$ cat src/verilog/maxs_pkg.sv
/*
  Package for the motion axis mode and status register bank.
  Holds register offsets, field positions, reset values and codes.
  Assumes a 32-bit Avalon-MM register port with byte addresses.
*/
package maxs_pkg;

  // ----------------------------------------------------------------
  // Register byte offsets
  // ----------------------------------------------------------------
  localparam logic [4:0] OFF_GEN_OUT = 5'h00;
  localparam logic [4:0] OFF_INTERP_MODE = 5'h04;
  localparam logic [4:0] OFF_EXT_LOW = 5'h08;
  localparam logic [4:0] OFF_EXT_HIGH = 5'h0C;
  localparam logic [4:0] OFF_MAIN_STATUS = 5'h10;
  localparam logic [4:0] OFF_COMMAND = 5'h14;
  localparam logic [4:0] OFF_EXT_ACTIVE = 5'h18;

  // ----------------------------------------------------------------
  // Reset values
  // ----------------------------------------------------------------
  localparam logic [15:0] GEN_OUT_RST = 16'h0000;
  localparam logic [15:0] INTERP_MODE_RST = 16'h0000;

  // ----------------------------------------------------------------
  // Interpolation mode and extension low field positions
  // ----------------------------------------------------------------
  localparam int IM_AX1_LSB = 0;
  localparam int IM_AX2_LSB = 2;
  localparam int IM_AX3_LSB = 4;
  localparam int IM_SPD_LSB = 8;
  localparam int IM_EXT_STEP = 11;
  localparam int IM_CMD_STEP = 12;
  localparam int IM_INTERP_IRQ = 14;
  localparam int IM_PATTERN_IRQ = 15;
  localparam int EXT_HOME_IRQ = 5;

  // ----------------------------------------------------------------
  // Main status field positions
  // ----------------------------------------------------------------
  localparam int MS_DRV_LSB = 0;
  localparam int MS_ERR_LSB = 4;
  localparam int MS_IDRV = 8;
  localparam int MS_NEXT = 9;
  localparam int MS_OCT_LSB = 10;
  localparam int MS_SC_LSB = 13;

  // ----------------------------------------------------------------
  // Codes
  // ----------------------------------------------------------------
  typedef enum logic [1:0] {
    MAXS_AXIS_X = 2'h0,
    MAXS_AXIS_Y = 2'h1,
    MAXS_AXIS_Z = 2'h2,
    MAXS_AXIS_U = 2'h3
  } maxs_axis_t;

  typedef enum logic [1:0] {
    MAXS_SPD_OFF = 2'h0,
    MAXS_SPD_TWO = 2'h1,
    MAXS_SPD_BAD = 2'h2,
    MAXS_SPD_THREE = 2'h3
  } maxs_spd_t;

  localparam logic [7:0] CMD_EXT_MODE = 8'h60;
  localparam logic [7:0] CMD_SINGLE_STEP = 8'h3A;

endpackage

$ cat src/verilog/maxs_regs.sv
/*
  Register bank for axis assignment, interpolation modes, extension modes,
  general outputs and main status of a four-axis motion controller.
  Assumes a host on Avalon-MM and status inputs synchronous to I_CORE_CLK.
*/
`timescale 1ns/1ps
// Overview of operation
// Each general output bit drives its pin low for 0, high for 1.
// Reset clears the general output register and drives all pins low.
// Axis codes are two bits: X 00, Y 01, Z 10, U 11.
// Mode bits 1:0 master axis, 3:2 second axis, 5:4 third axis.
// Third axis field is ignored for two-axis interpolation.
// Bits 9:8 vector speed: 00 off, 01 two, 11 three, 10 illegal.
// Host sets ranges 1.414 and 1.732 times master in vector speed mode.
// Bit 11 set: one interpolation step per external step pulse.
// Bit 12 set: one interpolation step per host step command.
// Bit 14 enables interrupts during ordinary interpolation.
// Bit 15 enables interrupts during bit-pattern interpolation.
// Reset clears the interpolation mode register.
// Extension command copies both extension registers together, any write order.
// Extension low bit 5 enables the home search done interrupt.
// Command data is binary, two's complement, at the designated length.
// Extension registers have no reset value.
// Status bits 3:0 show each axis outputting drive pulses.
// Status bits 7:4 OR of axis error and error-finish bits.
// Status bit 8 shows interpolation pulses being output.
// Status bit 9 shows readiness for the next continuous node.
// Status bits 12:10 show circular octant 0 to 7.
// Status bits 14:13 show the bit-pattern stack count.
// Unassigned main status bits read zero.
module maxs_regs #(
  parameter int NUM_AXES = 4
) (
  input wire logic I_CORE_CLK,
  input wire logic I_RST_N,
  input wire logic [4:0] I_AVS_ADDRESS,
  input wire logic I_AVS_READ,
  input wire logic I_AVS_WRITE,
  input wire logic [31:0] I_AVS_WRITEDATA,
  input wire logic [3:0] I_AVS_BYTEENABLE,
  input wire logic [NUM_AXES-1:0] I_AXIS_DRIVING,
  input wire logic [NUM_AXES*6-1:0] I_AXIS_ERR_TWO,
  input wire logic [NUM_AXES*4-1:0] I_AXIS_ERR_FIN,
  input wire logic I_INTERP_DRIVING,
  input wire logic I_NEXT_NODE_READY,
  input wire logic [2:0] I_CIRCLE_OCTANT,
  input wire logic [1:0] I_PATTERN_STACK_COUNT,
  input wire logic I_EXT_STEP_INPUT,
  input wire logic I_HOME_DONE,
  input wire logic I_INTERP_EVENT,
  input wire logic I_PATTERN_EVENT,
  output logic O_AVS_WAITREQUEST,
  output logic [31:0] O_AVS_READDATA,
  output logic [15:0] O_GP_OUT_PINS,
  output logic [1:0] O_MASTER_AXIS_SEL,
  output logic [1:0] O_SECOND_AXIS_SEL,
  output logic [1:0] O_THIRD_AXIS_SEL,
  output logic O_THREE_AXIS,
  output logic [1:0] O_VECTOR_SPEED_MODE,
  output logic O_INTERP_STEP,
  output logic [15:0] O_EXT_MODE_LOW,
  output logic [15:0] O_EXT_MODE_HIGH,
  output logic O_IRQ
);

  // ----------------------------------------------------------------
  // Bus handshake: one wait cycle, answer on the second edge.
  // ----------------------------------------------------------------
  logic ack_q;
  logic req;
  logic wr_go;
  logic rd_go;
  logic [15:0] wmask;

  assign req = I_AVS_READ | I_AVS_WRITE;
  assign wr_go = I_AVS_WRITE & ack_q;
  assign rd_go = I_AVS_READ & ack_q;
  assign wmask = {{8{I_AVS_BYTEENABLE[1]}}, {8{I_AVS_BYTEENABLE[0]}}};

  always_ff @(posedge I_CORE_CLK or negedge I_RST_N) begin
    if (!I_RST_N) begin
      ack_q <= 1'b0;
    end else begin
      ack_q <= req & ~ack_q;
    end
  end

  always_ff @(posedge I_CORE_CLK or negedge I_RST_N) begin
    if (!I_RST_N) begin
      O_AVS_WAITREQUEST <= 1'b1;
    end else begin
      O_AVS_WAITREQUEST <= ~(req & ~ack_q);
    end
  end

  // ----------------------------------------------------------------
  // Writable registers.
  // ----------------------------------------------------------------
  logic [15:0] gen_out_q;
  logic [15:0] interp_mode_q;
  logic [15:0] ext_low_q;
  logic [15:0] ext_high_q;

  always_ff @(posedge I_CORE_CLK or negedge I_RST_N) begin
    if (!I_RST_N) begin
      gen_out_q <= maxs_pkg::GEN_OUT_RST;
    end else if (wr_go && I_AVS_ADDRESS == maxs_pkg::OFF_GEN_OUT) begin
      gen_out_q <= (gen_out_q & ~wmask) | (I_AVS_WRITEDATA[15:0] & wmask);
    end
  end

  always_ff @(posedge I_CORE_CLK or negedge I_RST_N) begin
    if (!I_RST_N) begin
      interp_mode_q <= maxs_pkg::INTERP_MODE_RST;
    end else if (wr_go && I_AVS_ADDRESS == maxs_pkg::OFF_INTERP_MODE) begin
      interp_mode_q <= (interp_mode_q & ~wmask) | (I_AVS_WRITEDATA[15:0] & wmask);
    end
  end

  // Staging registers carry no reset; content is undefined until written.
  always_ff @(posedge I_CORE_CLK) begin
    if (wr_go && I_AVS_ADDRESS == maxs_pkg::OFF_EXT_LOW) begin
      ext_low_q <= (ext_low_q & ~wmask) | (I_AVS_WRITEDATA[15:0] & wmask);
    end
    if (wr_go && I_AVS_ADDRESS == maxs_pkg::OFF_EXT_HIGH) begin
      ext_high_q <= (ext_high_q & ~wmask) | (I_AVS_WRITEDATA[15:0] & wmask);
    end
  end

  // ----------------------------------------------------------------
  // Command decode.
  // ----------------------------------------------------------------
  logic cmd_wr;
  logic [7:0] cmd_code;

  assign cmd_wr = wr_go && I_AVS_ADDRESS == maxs_pkg::OFF_COMMAND && I_AVS_BYTEENABLE[0];
  assign cmd_code = I_AVS_WRITEDATA[7:0];

  // Both halves move into the active copy in one edge.
  always_ff @(posedge I_CORE_CLK) begin
    if (cmd_wr && cmd_code == maxs_pkg::CMD_EXT_MODE) begin
      O_EXT_MODE_LOW <= ext_low_q;
      O_EXT_MODE_HIGH <= ext_high_q;
    end
  end

  // ----------------------------------------------------------------
  // Mode outputs.
  // ----------------------------------------------------------------
  always_ff @(posedge I_CORE_CLK or negedge I_RST_N) begin
    if (!I_RST_N) begin
      O_GP_OUT_PINS <= maxs_pkg::GEN_OUT_RST;
    end else begin
      O_GP_OUT_PINS <= gen_out_q;
    end
  end

  maxs_pkg::maxs_spd_t spd;
  assign spd = maxs_pkg::maxs_spd_t'(interp_mode_q[maxs_pkg::IM_SPD_LSB +: 2]);

  always_ff @(posedge I_CORE_CLK or negedge I_RST_N) begin
    if (!I_RST_N) begin
      O_MASTER_AXIS_SEL <= maxs_pkg::MAXS_AXIS_X;
      O_SECOND_AXIS_SEL <= maxs_pkg::MAXS_AXIS_X;
      O_THIRD_AXIS_SEL <= maxs_pkg::MAXS_AXIS_X;
      O_THREE_AXIS <= 1'b0;
      O_VECTOR_SPEED_MODE <= maxs_pkg::MAXS_SPD_OFF;
    end else begin
      O_MASTER_AXIS_SEL <= interp_mode_q[maxs_pkg::IM_AX1_LSB +: 2];
      O_SECOND_AXIS_SEL <= interp_mode_q[maxs_pkg::IM_AX2_LSB +: 2];
      // The third slot only reaches the core when three axes are active.
      O_THIRD_AXIS_SEL <= (spd == maxs_pkg::MAXS_SPD_THREE) ?
                          interp_mode_q[maxs_pkg::IM_AX3_LSB +: 2] :
                          maxs_pkg::MAXS_AXIS_X;
      O_THREE_AXIS <= spd == maxs_pkg::MAXS_SPD_THREE;
      // The illegal code is treated as vector speed off.
      unique case (spd)
        maxs_pkg::MAXS_SPD_OFF: O_VECTOR_SPEED_MODE <= maxs_pkg::MAXS_SPD_OFF;
        maxs_pkg::MAXS_SPD_TWO: O_VECTOR_SPEED_MODE <= maxs_pkg::MAXS_SPD_TWO;
        maxs_pkg::MAXS_SPD_BAD: O_VECTOR_SPEED_MODE <= maxs_pkg::MAXS_SPD_OFF;
        maxs_pkg::MAXS_SPD_THREE: O_VECTOR_SPEED_MODE <= maxs_pkg::MAXS_SPD_THREE;
      endcase
    end
  end

  // ----------------------------------------------------------------
  // Single step: one pulse per external rising edge or host command.
  // ----------------------------------------------------------------
  logic ext_step_q;

  always_ff @(posedge I_CORE_CLK or negedge I_RST_N) begin
    if (!I_RST_N) begin
      ext_step_q <= 1'b0;
    end else begin
      ext_step_q <= I_EXT_STEP_INPUT;
    end
  end

  always_ff @(posedge I_CORE_CLK or negedge I_RST_N) begin
    if (!I_RST_N) begin
      O_INTERP_STEP <= 1'b0;
    end else begin
      O_INTERP_STEP <= (interp_mode_q[maxs_pkg::IM_EXT_STEP] &
                        I_EXT_STEP_INPUT & ~ext_step_q) |
                       (interp_mode_q[maxs_pkg::IM_CMD_STEP] & cmd_wr &
                        (cmd_code == maxs_pkg::CMD_SINGLE_STEP));
    end
  end

  // ----------------------------------------------------------------
  // Interrupt line: enabled events held until the status is read.
  // ----------------------------------------------------------------
  logic irq_set;
  logic status_rd;

  assign status_rd = rd_go && I_AVS_ADDRESS == maxs_pkg::OFF_MAIN_STATUS;
  assign irq_set = (interp_mode_q[maxs_pkg::IM_INTERP_IRQ] & I_INTERP_EVENT) |
                   (interp_mode_q[maxs_pkg::IM_PATTERN_IRQ] & I_PATTERN_EVENT) |
                   (O_EXT_MODE_LOW[maxs_pkg::EXT_HOME_IRQ] & I_HOME_DONE);

  always_ff @(posedge I_CORE_CLK or negedge I_RST_N) begin
    if (!I_RST_N) begin
      O_IRQ <= 1'b0;
    end else if (irq_set) begin
      O_IRQ <= 1'b1;
    end else if (status_rd) begin
      O_IRQ <= 1'b0;
    end
  end

  // ----------------------------------------------------------------
  // Main status assembly.
  // ----------------------------------------------------------------
  logic [15:0] status;
  logic [NUM_AXES-1:0] axis_err;

  for (genvar a = 0; a < NUM_AXES; a++) begin : g_err
    assign axis_err[a] = |I_AXIS_ERR_TWO[a*6 +: 6] | |I_AXIS_ERR_FIN[a*4 +: 4];
  end

  always_comb begin
    status = 16'h0000;
    status[maxs_pkg::MS_DRV_LSB +: 4] = I_AXIS_DRIVING[3:0];
    status[maxs_pkg::MS_ERR_LSB +: 4] = axis_err[3:0];
    status[maxs_pkg::MS_IDRV] = I_INTERP_DRIVING;
    status[maxs_pkg::MS_NEXT] = I_NEXT_NODE_READY;
    status[maxs_pkg::MS_OCT_LSB +: 3] = I_CIRCLE_OCTANT;
    status[maxs_pkg::MS_SC_LSB +: 2] = I_PATTERN_STACK_COUNT;
  end

  // Write-only registers read zero; the active extension copy is readable.
  always_ff @(posedge I_CORE_CLK or negedge I_RST_N) begin
    if (!I_RST_N) begin
      O_AVS_READDATA <= 32'h0000_0000;
    end else if (req && !ack_q) begin
      if (I_AVS_ADDRESS == maxs_pkg::OFF_MAIN_STATUS) begin
        O_AVS_READDATA <= {16'h0000, status};
      end else if (I_AVS_ADDRESS == maxs_pkg::OFF_EXT_ACTIVE) begin
        O_AVS_READDATA <= {O_EXT_MODE_HIGH, O_EXT_MODE_LOW};
      end else begin
        O_AVS_READDATA <= 32'h0000_0000;
      end
    end
  end

  // ----------------------------------------------------------------
  // Checks.
  // ----------------------------------------------------------------
  a_gpout_follows: assert property (@(posedge I_CORE_CLK) disable iff (!I_RST_N)
    O_GP_OUT_PINS == $past(gen_out_q))
    else $error("gp out mismatch");

  a_gen_write: assert property (@(posedge I_CORE_CLK) disable iff (!I_RST_N)
    wr_go && I_AVS_ADDRESS == maxs_pkg::OFF_GEN_OUT && I_AVS_BYTEENABLE[1:0] == 2'h3 |=>
    gen_out_q == $past(I_AVS_WRITEDATA[15:0])) else $error("gp write lost");

  a_gpout_reset: assert property (@(posedge I_CORE_CLK) disable iff (!I_RST_N)
    !$past(I_RST_N) |-> O_GP_OUT_PINS == 16'h0000)
    else $error("gp out not cleared");

  a_mode_reset: assert property (@(posedge I_CORE_CLK) disable iff (!I_RST_N)
    !$past(I_RST_N) |-> interp_mode_q == 16'h0000)
    else $error("mode not cleared");

  a_status_high: assert property (@(posedge I_CORE_CLK) disable iff (!I_RST_N)
    rd_go && I_AVS_ADDRESS == maxs_pkg::OFF_MAIN_STATUS |-> O_AVS_READDATA[31:15] == 17'h0_0000)
    else $error("status spare bits set");

  a_status_drv: assert property (@(posedge I_CORE_CLK) disable iff (!I_RST_N)
    rd_go && I_AVS_ADDRESS == maxs_pkg::OFF_MAIN_STATUS |->
    O_AVS_READDATA[3:0] == $past(I_AXIS_DRIVING[3:0])) else $error("drv bits");

  a_status_err: assert property (@(posedge I_CORE_CLK) disable iff (!I_RST_N)
    rd_go && I_AVS_ADDRESS == maxs_pkg::OFF_MAIN_STATUS |->
    O_AVS_READDATA[7:4] == $past(axis_err[3:0])) else $error("err bits");

  a_status_idrv: assert property (@(posedge I_CORE_CLK) disable iff (!I_RST_N)
    rd_go && I_AVS_ADDRESS == maxs_pkg::OFF_MAIN_STATUS |->
    O_AVS_READDATA[8] == $past(I_INTERP_DRIVING)) else $error("interp drive bit");

  a_status_next: assert property (@(posedge I_CORE_CLK) disable iff (!I_RST_N)
    rd_go && I_AVS_ADDRESS == maxs_pkg::OFF_MAIN_STATUS |->
    O_AVS_READDATA[9] == $past(I_NEXT_NODE_READY)) else $error("next node bit");

  a_status_oct: assert property (@(posedge I_CORE_CLK) disable iff (!I_RST_N)
    rd_go && I_AVS_ADDRESS == maxs_pkg::OFF_MAIN_STATUS |->
    O_AVS_READDATA[12:10] == $past(I_CIRCLE_OCTANT)) else $error("octant bits");

  a_status_count: assert property (@(posedge I_CORE_CLK) disable iff (!I_RST_N)
    rd_go && I_AVS_ADDRESS == maxs_pkg::OFF_MAIN_STATUS |->
    O_AVS_READDATA[14:13] == $past(I_PATTERN_STACK_COUNT)) else $error("stack count bits");

  a_master_sel: assert property (@(posedge I_CORE_CLK) disable iff (!I_RST_N)
    O_MASTER_AXIS_SEL == $past(interp_mode_q[maxs_pkg::IM_AX1_LSB +: 2]))
    else $error("master axis select");

  a_second_sel: assert property (@(posedge I_CORE_CLK) disable iff (!I_RST_N)
    O_SECOND_AXIS_SEL == $past(interp_mode_q[maxs_pkg::IM_AX2_LSB +: 2]))
    else $error("second axis select");

  a_third_sel: assert property (@(posedge I_CORE_CLK) disable iff (!I_RST_N)
    spd == maxs_pkg::MAXS_SPD_THREE |=> O_THIRD_AXIS_SEL == $past(interp_mode_q[5:4]))
    else $error("third axis select");

  a_third_ignored: assert property (@(posedge I_CORE_CLK) disable iff (!I_RST_N)
    spd != maxs_pkg::MAXS_SPD_THREE |=> O_THIRD_AXIS_SEL == maxs_pkg::MAXS_AXIS_X)
    else $error("third axis used");

  a_spd_illegal: assert property (@(posedge I_CORE_CLK) disable iff (!I_RST_N)
    spd == maxs_pkg::MAXS_SPD_BAD |=> O_VECTOR_SPEED_MODE == maxs_pkg::MAXS_SPD_OFF)
    else $error("illegal speed code passed");

  a_spd_pass: assert property (@(posedge I_CORE_CLK) disable iff (!I_RST_N)
    spd != maxs_pkg::MAXS_SPD_BAD |=> O_VECTOR_SPEED_MODE == $past(spd))
    else $error("speed mode lost");

  a_three_flag: assert property (@(posedge I_CORE_CLK) disable iff (!I_RST_N)
    O_THREE_AXIS == ($past(interp_mode_q[maxs_pkg::IM_SPD_LSB +: 2]) == 2'h3))
    else $error("three axis flag");

  a_ext_step: assert property (@(posedge I_CORE_CLK) disable iff (!I_RST_N)
    interp_mode_q[maxs_pkg::IM_EXT_STEP] && $rose(I_EXT_STEP_INPUT) |=> O_INTERP_STEP)
    else $error("external step lost");

  a_ext_level: assert property (@(posedge I_CORE_CLK) disable iff (!I_RST_N)
    $past(I_RST_N) && !interp_mode_q[maxs_pkg::IM_CMD_STEP] && $stable(I_EXT_STEP_INPUT)
    |=> !O_INTERP_STEP) else $error("step without edge");

  a_cmd_step: assert property (@(posedge I_CORE_CLK) disable iff (!I_RST_N)
    interp_mode_q[maxs_pkg::IM_CMD_STEP] && cmd_wr && cmd_code == maxs_pkg::CMD_SINGLE_STEP
    |=> O_INTERP_STEP) else $error("command step lost");

  a_no_step: assert property (@(posedge I_CORE_CLK) disable iff (!I_RST_N)
    !interp_mode_q[maxs_pkg::IM_EXT_STEP] && !interp_mode_q[maxs_pkg::IM_CMD_STEP]
    |=> !O_INTERP_STEP) else $error("step while disabled");

  a_ext_copy: assert property (@(posedge I_CORE_CLK) disable iff (!I_RST_N)
    cmd_wr && cmd_code == maxs_pkg::CMD_EXT_MODE |=>
    O_EXT_MODE_LOW == $past(ext_low_q) && O_EXT_MODE_HIGH == $past(ext_high_q))
    else $error("extension copy");

  a_irq_home: assert property (@(posedge I_CORE_CLK) disable iff (!I_RST_N)
    O_EXT_MODE_LOW[maxs_pkg::EXT_HOME_IRQ] && I_HOME_DONE |=> O_IRQ)
    else $error("home irq missing");

  a_irq_interp: assert property (@(posedge I_CORE_CLK) disable iff (!I_RST_N)
    interp_mode_q[maxs_pkg::IM_INTERP_IRQ] && I_INTERP_EVENT |=> O_IRQ)
    else $error("interp irq missing");

  a_irq_pattern: assert property (@(posedge I_CORE_CLK) disable iff (!I_RST_N)
    interp_mode_q[maxs_pkg::IM_PATTERN_IRQ] && I_PATTERN_EVENT |=> O_IRQ)
    else $error("pattern irq missing");

  a_irq_quiet: assert property (@(posedge I_CORE_CLK) disable iff (!I_RST_N)
    !O_IRQ && !irq_set |=> !O_IRQ)
    else $error("irq without event");

  a_irq_clear: assert property (@(posedge I_CORE_CLK) disable iff (!I_RST_N)
    status_rd && !irq_set |=> !O_IRQ)
    else $error("irq not cleared");

  a_bus_answer: assert property (@(posedge I_CORE_CLK) disable iff (!I_RST_N)
    req && O_AVS_WAITREQUEST && !ack_q |=> !O_AVS_WAITREQUEST)
    else $error("bus answer late");

  a_bus_single: assert property (@(posedge I_CORE_CLK) disable iff (!I_RST_N)
    !O_AVS_WAITREQUEST |=> O_AVS_WAITREQUEST)
    else $error("answer held too long");

endmodule
$ cat config.mk
export PLATFORM = sky130hd
export DESIGN_NAME = maxs_regs
export DESIGN_NICKNAME = d
export VERILOG_FILES = /design/src/verilog/maxs_pkg.sv /design/src/verilog/maxs_regs.sv
export SDC_FILE = /design/constraint.sdc
export NUM_CORES = 1
export LEC_CHECK = 0
export BUFFER_PORTS_ARGS = -buffer_cell sky130_fd_sc_hd__buf_2
export CORE_AREA = 2 2 112 114
export CTS_CLUSTER_SIZE = 40
export DETAILED_ROUTE_END_ITERATION = 8
export DIE_AREA = 0 0 114 116
export GPL_ROUTABILITY_DRIVEN = 0
export PLACE_DENSITY = 0.72
export SLEW_MARGIN = 20
export SYNTH_ARGS = -nofsm -noshare
export SYNTH_HDL_FRONTEND = slang
export SYNTH_SLANG_ARGS = --single-unit
$ cat constraint.sdc
create_clock -name I_CORE_CLK -period 3.55 [get_ports I_CORE_CLK]
set_input_delay 0.355 -clock I_CORE_CLK [delete_from_list [all_inputs] [get_ports I_CORE_CLK]]
set_output_delay 0.355 -clock I_CORE_CLK [all_outputs]
set_load 0.01 [all_outputs]
# Word-level counts from Yosys, hierarchy flattened
# Index checks and enable logic that the tools add are counted.
# op_classes
add_sub_neg	0
mul	0
div	0
order_cmp	0
eq_ne	11
shift	0
mux	6
bitwise	31
n_reduce_logical	22
# ops
op	n
$and A16 B16 Y16	5
$mux W32	2
$or A16 B16 Y16	4
$reduce_or A6 Y1	4
$not A16 Y16	1
$reduce_or A4 Y1	4
$eq A5 B5 Y1 const B	3
$and A1 B1 Y1	10
$eq A5 B4 Y1 const B	2
$logic_and A1 B1 Y1	9
$eq A8 B6 Y1 const B	1
$eq A8 B7 Y1 const B	1
$or A1 B1 Y1	8
$pmux W2 S3	1
$eq A5 B3 Y1 const B	1
$logic_not A5 Y1	1
$eq A2 B2 Y1 const B	2
$not A1 Y1	3
$eq A2 B1 Y1 const B	1
$logic_not A2 Y1	1
$mux W1	2
$mux W2	1
$reduce_bool A2 Y1	1
$reduce_or A2 Y1	1
$logic_not A1 Y1	1
# totals
regBits	158
latchBits	0
ramBits	0
rom_bits	0
inputBits	100
out_inout_bits	92
mem_count	0

# Depth between registers and ports, before layout
# Gate-level depths: netlist of run 1.
# depth
word_depth	6
ltp_mapped	5
mapped_depth_nobuf	3

# Worst setup path before layout of run 1
# No wires, ideal clock.
# synth_timing
kind	input-to-reg
start	input port I_AVS_ADDRESS[3]
end	register O_EXT_MODE_HIGH[0] (enable)
setup_time_ns	0.442
arrival_time_ns	3.158
required_ns	3.108
slack_ns	-0.050
path_stages	3
path_buffers	0
path_cell_list	or4b_4 > or3_1 > nor4_2
# synth_between
elab_chain_len	4
# synth_rtl
item	line	text
start: declaration	maxs_regs.sv:36	input wire logic [4:0] I_AVS_ADDRESS,
$eq A5 B5 Y1	maxs_regs.sv:136	assign cmd_wr = wr_go && I_AVS_ADDRESS == maxs_pkg::OFF_COMMAND && I_AVS_BYTEENABLE[0];
$logic_and A1 B1 Y1 (2 in series)	maxs_regs.sv:136	
$logic_and A1 B1 Y1	maxs_regs.sv:141	if (cmd_wr && cmd_code == maxs_pkg::CMD_EXT_MODE) begin
end signal: assignment	maxs_regs.sv:143	O_EXT_MODE_HIGH <= ext_high_q;
end: declaration	maxs_regs.sv:62	output logic [15:0] O_EXT_MODE_HIGH,
# Every way passes these cells.
# A chain may end at the register's enable or synchronous reset.

# Worst setup path in the final report of run 1
# layout_timing
start	input port I_AVS_ADDRESS[3]
end	register O_EXT_MODE_HIGH[14] (enable)
# Same word-level chain as after synthesis.

==> reports/qor.yml, run 1 <==
logic_synthesis:
  synth-edff-count: 64
  postSynth.asyncResetShare_pct: 58.2
  avgSynthCellArea_um2: 18.2
  ys_seq_area_share_pct: 78.5
  yosys.cell_types.count: 34
  synth_cells: 291
  ys_warn_count: 0
  syn_area_um2: 5290
  ys_seq_elements: 153
  synthFlopType: "dfrtp_1"
  synth_nets: 391
floorplanning:
  design.core.area_um2: 11900
  die_h_um: 116
  initial_core_util_pct: 44.4
  die_area_um2: 13200
  io_pins: 192
  rows: 40
  fp.dieW_um: 114
clocking:
  clkSinkCount: 153
  h-tree-depth: 4
  cts_resized: 0
  root_buffer: "clkbuf_16"
  clk_latency_ns: 0.41
  clockBufferDepth: 2
  cts_hold_buf: 0
  post-cts-setup-buffers: 0
  cts_tree: "yes"
  cts_buffers: 17
  clk_pin_slew_worst_paths_ns: 0.06
detailed_routing:
  route.detailed.drc: 0
  drt_iter0_drc: 108
  via_per_inst: 5.12
  ant_nets: 0
  first_pass_iters: 4
  wl_per_cell_um: 18.1
  drt-total-wl_mm: 11.5
  vias: 3256
power_and_ir_drop:
  p_leak_nw: 3.25
  p_int_mw: 3.05
  p_clk_share_pct: 44.4
  max-vdd-ir-drop_mv: 0.349
  sw_frac_of_total_pct: 20.5
  power.switching_mw: 0.787
  combPwrFrac_pct: 5.4
  power_frac_seq_pct: 50.3
  powerDensity_nw_per_um2: 556
global_route:
  grt_overflow_total: 0
  grt_pass1_wl_mm: 17.2
  grtUsageTotal_pct: 17.9
  grt_max_degree: 90
  antenna_found_initial: 0
  first_global_vias: 3221
finish:
  drive_above_1_share_pct: 49.9
  syn_to_final_growth_pct: 30.4
  stdcell_count: 636
  antenna_cells: 0
  fillers: 964
  nets: 576
placed_design:
  io_buffer_count: 173
  dp_hpwl_mm: 7.92
  dp_cells: 604
run:
  max_cap_viol_count: 0
sta:
  slew_viol_final: 0
  hold_ws_ns: -0.00517
  rsz0062_at_grt: "no"
  hold_viol_final: 2
  fin_crit_sh_pct: 58.1
  worstMarginPinSlew_ns: 0.835
  setup_viol: 0
  slew-limit-headroom_pct: 44.1
  timing.final.crit_period_ns: 2.06
  finClkSkew_ns: 0.00680
  tns_ns: 0
  max_freq_mhz: 485
run_status:
  violations: "hold timing"
  status: "finished with violations"
critical_path:
  cp-start-kind: "input pin"
  critical_path_arrival_ns: 2.12
  required_ns: 3.61
  criticalPathCategory: "input pin to register"
  critPathMaxFanout: 32
  end_kind: "register"
hold_path:
  hold_path_class: "input pin to async pin"
worst max-delay path: stages:
cell    delay [ns]
buf_2         0.12
or4b_4        0.57
or3_1         0.45
nor4_4        0.21
buf_4         0.42
logic make-up (layout without fill, tap and decap cells):
family,Yosys count,after routing,share of synthesized area [%]
compound gates,36,36,6.25
mux,28,28,5.97
buf+inv,12,210,1.21
simple gates,62,62,8.05
flops,153,153,78.5
worst paths after layout:
path                                       start                             to  slack, ns  cells past startpoint
worst max register to register   ack_q$_DFF_PN0_  O_AVS_READDATA[6]$_DFFE_PN0P_       1.58                      4
worst max-delay path            I_AVS_ADDRESS[3]  O_EXT_MODE_HIGH[14]$_DFFE_PP_       1.49                      5
max in group asynchronous                I_RST_N  O_AVS_READDATA[3]$_DFFE_PN0P_       3.00                      1
min in group I_CORE_CLK         I_EXT_STEP_INPUT           ext_step_q$_DFF_PN0_       0.08                      1
worst min register to register          register     O_GP_OUT_PINS[4]$_DFF_PN0_       0.37                      0
worst min-delay path                     I_RST_N     O_GP_OUT_PINS[8]$_DFF_PN0_     -0.005                      1
power groups by stage:
stage	clock, mW	combinational, mW	sequential (mW)
global route	1.81	0.226	1.93
floorplan	0	0.0638	1.97
CTS	1.74	0.210	1.93
global placement	0	0.201	1.96
detailed placement	0	0.209	1.96
finish	1.70	0.205	1.93
synth_stat cells (5+ instances only):
library cell | number | area share [%]
dfrtp_1 | 88 | 42
edfxtp_1 | 64 | 36
mux2_2 | 28 | 6.0
and2_1 | 18 | 2.1
a22o_1 | 17 | 2.8
a221o_1 | 15 | 2.8
nor4_1 | 9 | 1.1
buf_2 | 6 | 0.57
nor2_1 | 6 | 0.43
nand3_1 | 5 | 0.47
stage by stage:
stage	hold slack [ns]	worst slack [ns]	area [µm²]	total power [mW]	utilization [%]
after floorplan	0.0594	0.674	5290	2.03	-
after global placement	0.356	1.06	6320	2.16	53.1
after detailed placement	0.360	1.05	6320	2.17	53.1
after CTS	0.0591	1.49	6890	3.87	57.8
after global routing	0.0643	1.44	6890	3.97	57.9
final	-0.00517	1.49	6890	3.83	57.9
layout by cell type, fill, tap and decap left out, types with 2 or more instances in the layout:
master | netlist | routed
clkbuf_8 | 0 | 5
nor2_2 | 2 | 2
nand4b_1 | 2 | 2
a221o_1 | 15 | 15
and3_1 | 2 | 2
nand4_1 | 2 | 2
inv_1 | 2 | 2
clkbuf_16 | 0 | 17
nor3_4 | 2 | 2
edfxtp_1 | 64 | 64
inv_4 | 0 | 2
dfrtp_1 | 88 | 88
nand2_1 | 2 | 2
mux2_2 | 28 | 28
nand3b_1 | 2 | 2
clkinv_2 | 0 | 4
and2_1 | 18 | 18
nor2_1 | 6 | 6
nor2_4 | 2 | 2
buf_4 | 1 | 3
or4b_4 | 2 | 2
nor4_1 | 9 | 9
nand3_1 | 5 | 5
a22o_1 | 17 | 17
buf_2 | 6 | 172
clkbuf_1 | 2 | 3
cell type report:
type	instances	area [µm²]	share of cell area, %
Sequential cell	153	4150	60.2
Clock buffer	25	505	7.33
Timing Repair Buffer	176	895	13.0
Inverter	2	7.51	0.109
Clock inverter	7	62.6	0.908
Multi-Input combinational cell	126	1090	15.8
Tap cell	147	184	2.67
layer usage:
metal | global-route usage, % | part of all wire, % | vias up
met5 | 0 | 0 | -
met4 | 8.54 | 2.1 | 0
met3 | 5.39 | 7.0 | 19
met2 | 28.0 | 48 | 145
met1 | 23.2 | 43 | 1611
li1 | - | - | 1481
(Power assumes the default switching activity.)
==> inputs of run 2 (changes only) <==
- CORE_AREA: 2 2 112 114 -> 2 2 113 115
- DIE_AREA: 0 0 114 116 -> 0 0 115 117
- PLACE_DENSITY: 0.72 -> 0.74
- clock period: 3.55 -> 1.8 ns (I/O delays scaled with it)
==> run 2 against run 1 <==
The run now ends clean. Sequential power rose by 97%. Total power rose by 110%. Global-route usage rose by 0.51 points. Utilization rose by 1.6 points. Final cell count rose by 6.1%. Largest power group unchanged.
==> reports/qor.yml, run 2 (same netlist as run 1, synthesis figures left out) <==
run_status:
  status: "complete, no violations"
sta:
  fin_crit_sh_pct: 93.6
  slew-limit-headroom_pct: 36.1
  max_freq_mhz: 594
  setup_viol: 0
  timing.final.crit_period_ns: 1.68
  rsz0062_at_grt: "no"
  hold_viol_final: 0
  worstMarginPinSlew_ns: 0.957
  finClkSkew_ns: 0.00635
  slew_viol_final: 0
  tns_ns: 0
finish:
  syn_to_final_growth_pct: 38.4
  stdcell_count: 675
  antenna_cells: 0
  final_util_pct: 59.4
  multi_input_area_um2: 1090
  final_common_cell: "buf_2"
  final_cell_mix: "buf_2 (172), dfrtp_1 (88), edfxtp_1 (64), mux2_2 (28), dlygate4sd3_1 (20)"
  fillers: 945
  drive_above_1_share_pct: 49.5
  nets: 612
  seqCellArea_um2: 4150
  finalInstanceArea_um2: 7310
detailed_routing:
  via_per_inst: 5.09
  wl_per_cell_um: 18.0
  first_pass_iters: 4
  ant_nets: 0
  drt-total-wl_mm: 12.1
  drt_iter0_drc: 141
  route.detailed.drc: 0
  vias: 3436
floorplanning:
  die_h_um: 117
  fp.dieW_um: 115
  design.core.area_um2: 12300
  io_pins: 192
  initial_core_util_pct: 42.9
  rows: 41
  die_area_um2: 13500
clocking:
  clkSinkCount: 153
  cts_buffers: 17
  h-tree-depth: 4
  clk_pin_slew_worst_paths_ns: 0.06
  clockBufferDepth: 2
  root_buffer: "clkbuf_16"
  clk_latency_ns: 0.41
  post-cts-setup-buffers: 0
  cts_tree: "yes"
placed_design:
  place_area_um2: 6500
  io_buffer_count: 173
  dp_cells: 623
  dp_hpwl_mm: 8.24
critical_path:
  crit_chain: "buf_2 > or4b_4 > or3_4 > nor4_4 > buf_12"
  required_ns: 1.91
  critPathMaxFanout: 32
  cp-start-kind: "input pin"
  cpMaxStageDelayCell: "or4b_4"
  slowest_delay_ns: 0.54
  cp_top_family: "simple AND/OR/NAND/NOR gates"
  end_kind: "register"
  crit_buf_inv: 2
  critical_path_arrival_ns: 1.79
  criticalPathCategory: "input pin to register"
power_and_ir_drop:
  powerDensity_nw_per_um2: 1080
  p_leak_nw: 3.44
  max-vdd-ir-drop_mv: 0.812
  p_total_mw: 7.93
hold_path:
  hold_path_class: "input pin to register"
global_route:
  grt_overflow_total: 0
  grtUsageTotal_pct: 18.4
  grt_max_degree: 90
  antenna_found_initial: 0
  grt_pass1_wl_mm: 18.1
  first_global_vias: 3346
run:
  max_cap_viol_count: 0
run 2: cell count changes in the layout (fill, tap and decap cells not counted), sizes merged:
cell         change
bufinv           +3
clkinvlp         +1
clkbuf           -4
dlygate4sd3     +20
inv              -2
buf             +16
clkinv           +2
run 2: stage by stage:
step,hold slack (ns),setup WS (ns)
floorplan,-0.116,-0.875
global placement,0.247,-0.275
detailed placement,0.260,-0.316
CTS,0.000824,0.107
global route,0.0113,0.00990
finish,0.0174,0.116
run 2: timing repair:
action,CTS,global route
hold buffers,20,0
endpoints found under the setup margin,0,16
endpoints found under the hold margin,113,0
gates resized for setup,0,2
run 2: final cells by class:
class	count	share of cell area, %
sequential	153	56.7
timing repair buffer	212	17.2
multi-input combinational	126	15.0
inverter	2	0.103
clock buffer	21	6.29
tap	150	2.57
clock inverter	11	2.09
run 2: path summary, 6_finish.rpt:
path,endpoint,cells past startpoint,slack [ns],startpoint
max,O_EXT_MODE_LOW[9]$_DFFE_PP_,5,0.12,I_AVS_ADDRESS[3]
min,register,1,0.02,I_AVS_WRITEDATA[15]
max reg2reg,O_AVS_READDATA[10]$_DFFE_PN0P_,5,0.14,ack_q$_DFF_PN0_
min reg2reg,O_GP_OUT_PINS[9]$_DFF_PN0_,0,0.37,register
max in group asynchronous,O_AVS_WAITREQUEST$_DFF_PN1_,3,1.07,I_RST_N
min in group asynchronous,O_GP_OUT_PINS[9]$_DFF_PN0_,3,0.35,I_RST_N
run 2: per-layer routing:
metal / GRT usage, % / vias up / part of all wire (%)
met5: 0 / - / 0
met4: 8.03 / 0 / 1.7
li1: - / 1556 / -
met2: 29.2 / 128 / 48
met1: 24.3 / 1735 / 44
met3: 4.89 / 17 / 6.1
run 2: where the power goes:
group / switching (mW) / internal (mW) / total (mW)
Sequential: 0.0516 / 3.75 / 3.80
Clock: 1.30 / 2.37 / 3.67
Combinational: 0.237 / 0.228 / 0.465
==> inputs of run 3 (changes only) <==
- CORE_AREA: 2 2 113 115 -> 2 2 112 114
- DIE_AREA: 0 0 115 117 -> 0 0 114 116
- PLACE_DENSITY: 0.74 -> 0.72
- clock period: 1.8 -> 2 ns (I/O delays scaled with it)
==> run 3 against run 2 <==
Register-to-register slack improved by 0.13 ns. Combinational power decreased by 16%. Critical path depth fell by 1. Sequential power is 10% lower. Total power shrank 5.9%. Clock skew grew 0.0069 ns. Count of clock-buffer cells in the layout down 3. Wire length shrank 1.4%. First-iteration DRC count rose by 24%. Highest routed layer unchanged.
==> reports/qor.yml, run 3 (same netlist as run 1, synthesis figures left out) <==
run_status:
  status: "complete, no violations"
sta:
  rsz0062_at_grt: "no"
  hold_ws_ns: 0.0162
  tns_ns: 0
  slew-limit-headroom_pct: 39.1
  slew_viol_final: 0
  worstMarginPinSlew_ns: 0.912
  finClkSkew_ns: 0.0133
  hold_viol_final: 0
  fin_crit_sh_pct: 86.7
  max_freq_mhz: 577
  timing.final.crit_period_ns: 1.73
  setup_viol: 0
global_route:
  first_global_vias: 3376
  grt_max_degree: 47
  grt_overflow_total: 0
  grtUsageTotal_pct: 18.7
  antenna_found_initial: 0
  grt_pass1_wl_mm: 18.0
critical_path:
  critical_path_arrival_ns: 1.85
  criticalPathCategory: "register to register"
  cp-startpoint: "ack_q$_DFF_PN0_"
  end_kind: "register"
  reg2reg_from: "ack_q$_DFF_PN0_"
  critPathMaxFanout: 32
  required_ns: 2.11
  r2r_cells: 4
  cp-start-kind: "register"
detailed_routing:
  wl_met3_um: 766
  vias: 3353
  wl_per_cell_um: 18.2
  first_pass_iters: 8
  dr_wl_met2_mm: 5.87
  wl_met1_mm: 5.17
  drt_iter0_drc: 175
  via_per_inst: 5.11
  top_layer: "met4"
  route.detailed.drc: 0
  drt-total-wl_mm: 12.0
  ant_nets: 0
clocking:
  root_buffer: "clkbuf_16"
  h-tree-depth: 4
  clkSinkCount: 153
  clk_pin_slew_worst_paths_ns: 0.06
  clockBufferDepth: 2
  clk_latency_ns: 0.42
  post-cts-setup-buffers: 0
  cts_tree: "yes"
  cts_buffers: 17
finish:
  nets: 596
  drive_above_1_share_pct: 50.3
  fillers: 949
  finalInstanceArea_um2: 7220
  antenna_cells: 0
  syn_to_final_growth_pct: 36.6
  final_cell_mix: "buf_2 (172), dfrtp_1 (88), edfxtp_1 (64), mux2_2 (28), and2_1 (18)"
  final_common_cell: "buf_2"
hold_path:
  hp-start: "I_AXIS_DRIVING[0]"
  hold_depth: 2
  hold_path_class: "input pin to register"
floorplanning:
  io_pins: 192
  rows: 40
  design.core.area_um2: 11900
  die_h_um: 116
  initial_core_util_pct: 44.4
  fp.dieW_um: 114
  die_area_um2: 13200
power_and_ir_drop:
  p_leak_nw: 3.40
  p_total_mw: 7.46
  powerDensity_nw_per_um2: 1030
  max-vdd-ir-drop_mv: 0.687
placed_design:
  dp_hpwl_mm: 8.33
  io_buffer_count: 173
  place_area_um2: 6470
run:
  max_cap_viol_count: 0
-- run 3: cell count changes in the layout (fill, tap and decap cells not counted) --
| cell | previous run | this run |
|---|---|---|
| clkinv_2 | 2 | 0 |
| clkinv_4 | 0 | 1 |
| inv_6 | 0 | 1 |
| clkbuf_8 | 2 | 0 |
| bufinv_16 | 4 | 7 |
| and2_1 | 16 | 18 |
| dlygate4sd3_1 | 20 | 7 |
| and2_2 | 2 | 0 |
| clkbuf_1 | 2 | 1 |
| buf_4 | 16 | 13 |
-- run 3: worst max-delay path: stages (launching register included) --
cell	delay, ns
dfrtp_1	0.43
nand4_1	0.11
or3_4	0.36
nor4_4	0.27
buf_12	0.24
-- run 3: cell type report --
| cell class | count | area (µm²) | area share, % |
|---|---|---|---|
| Clock buffer | 18 | 429 | 5.94 |
| Clock inverter | 14 | 250 | 3.47 |
| Tap cell | 147 | 184 | 2.55 |
| Timing Repair Buffer | 196 | 1110 | 15.3 |
| Inverter | 2 | 7.51 | 0.104 |
| Multi-Input combinational cell | 126 | 1090 | 15.1 |
| Sequential cell | 153 | 4150 | 57.5 |
-- run 3: repair_timing --
item | in CTS | in global routing
endpoints found under the hold margin | 51 | 1
hold buffers | 6 | 1
resized for setup | 0 | 0
-- run 3: power by group --
part | internal [mW] | total (mW) | switching, mW
registers | 3.37 | 3.42 | 0.0496
logic | 0.185 | 0.391 | 0.207
clock network | 2.45 | 3.65 | 1.20
-- run 3: final timing paths --
path | end | slack (ns)
worst max-delay path | O_EXT_MODE_HIGH[13]$_DFFE_PP_ | 0.27
worst min-delay path | O_AVS_READDATA[0]$_DFFE_PN0P_ | 0.02
worst max register to register | O_EXT_MODE_HIGH[13]$_DFFE_PP_ | 0.27
worst min register to register | O_GP_OUT_PINS[0]$_DFF_PN0_ | 0.37
max in group asynchronous | O_AVS_READDATA[1]$_DFFE_PN0P_ | 1.02
min in group asynchronous | O_GP_OUT_PINS[8]$_DFF_PN0_ | 0.33
-- run 3: metrics by stage --
step | std cells | setup WS, ns | utilization, %
after global routing | 656 | 0.176 | 60.6
after detailed placement | 617 | -0.122 | 54.3
after global placement | 617 | -0.0999 | 54.3
after floorplan | 291 | -0.695 | -
after CTS | 655 | 0.271 | 60.5
final | 656 | 0.266 | 60.6
-- run 3: per-layer routing --
| metal | vias to the layer above | track usage, % |
|---|---|---|
| li1 | 1523 | - |
| met1 | 1680 | 24.1 |
| met2 | 139 | 29.8 |
| met3 | 11 | 5.75 |
| met4 | 0 | 7.89 |
| met5 | - | 0 |
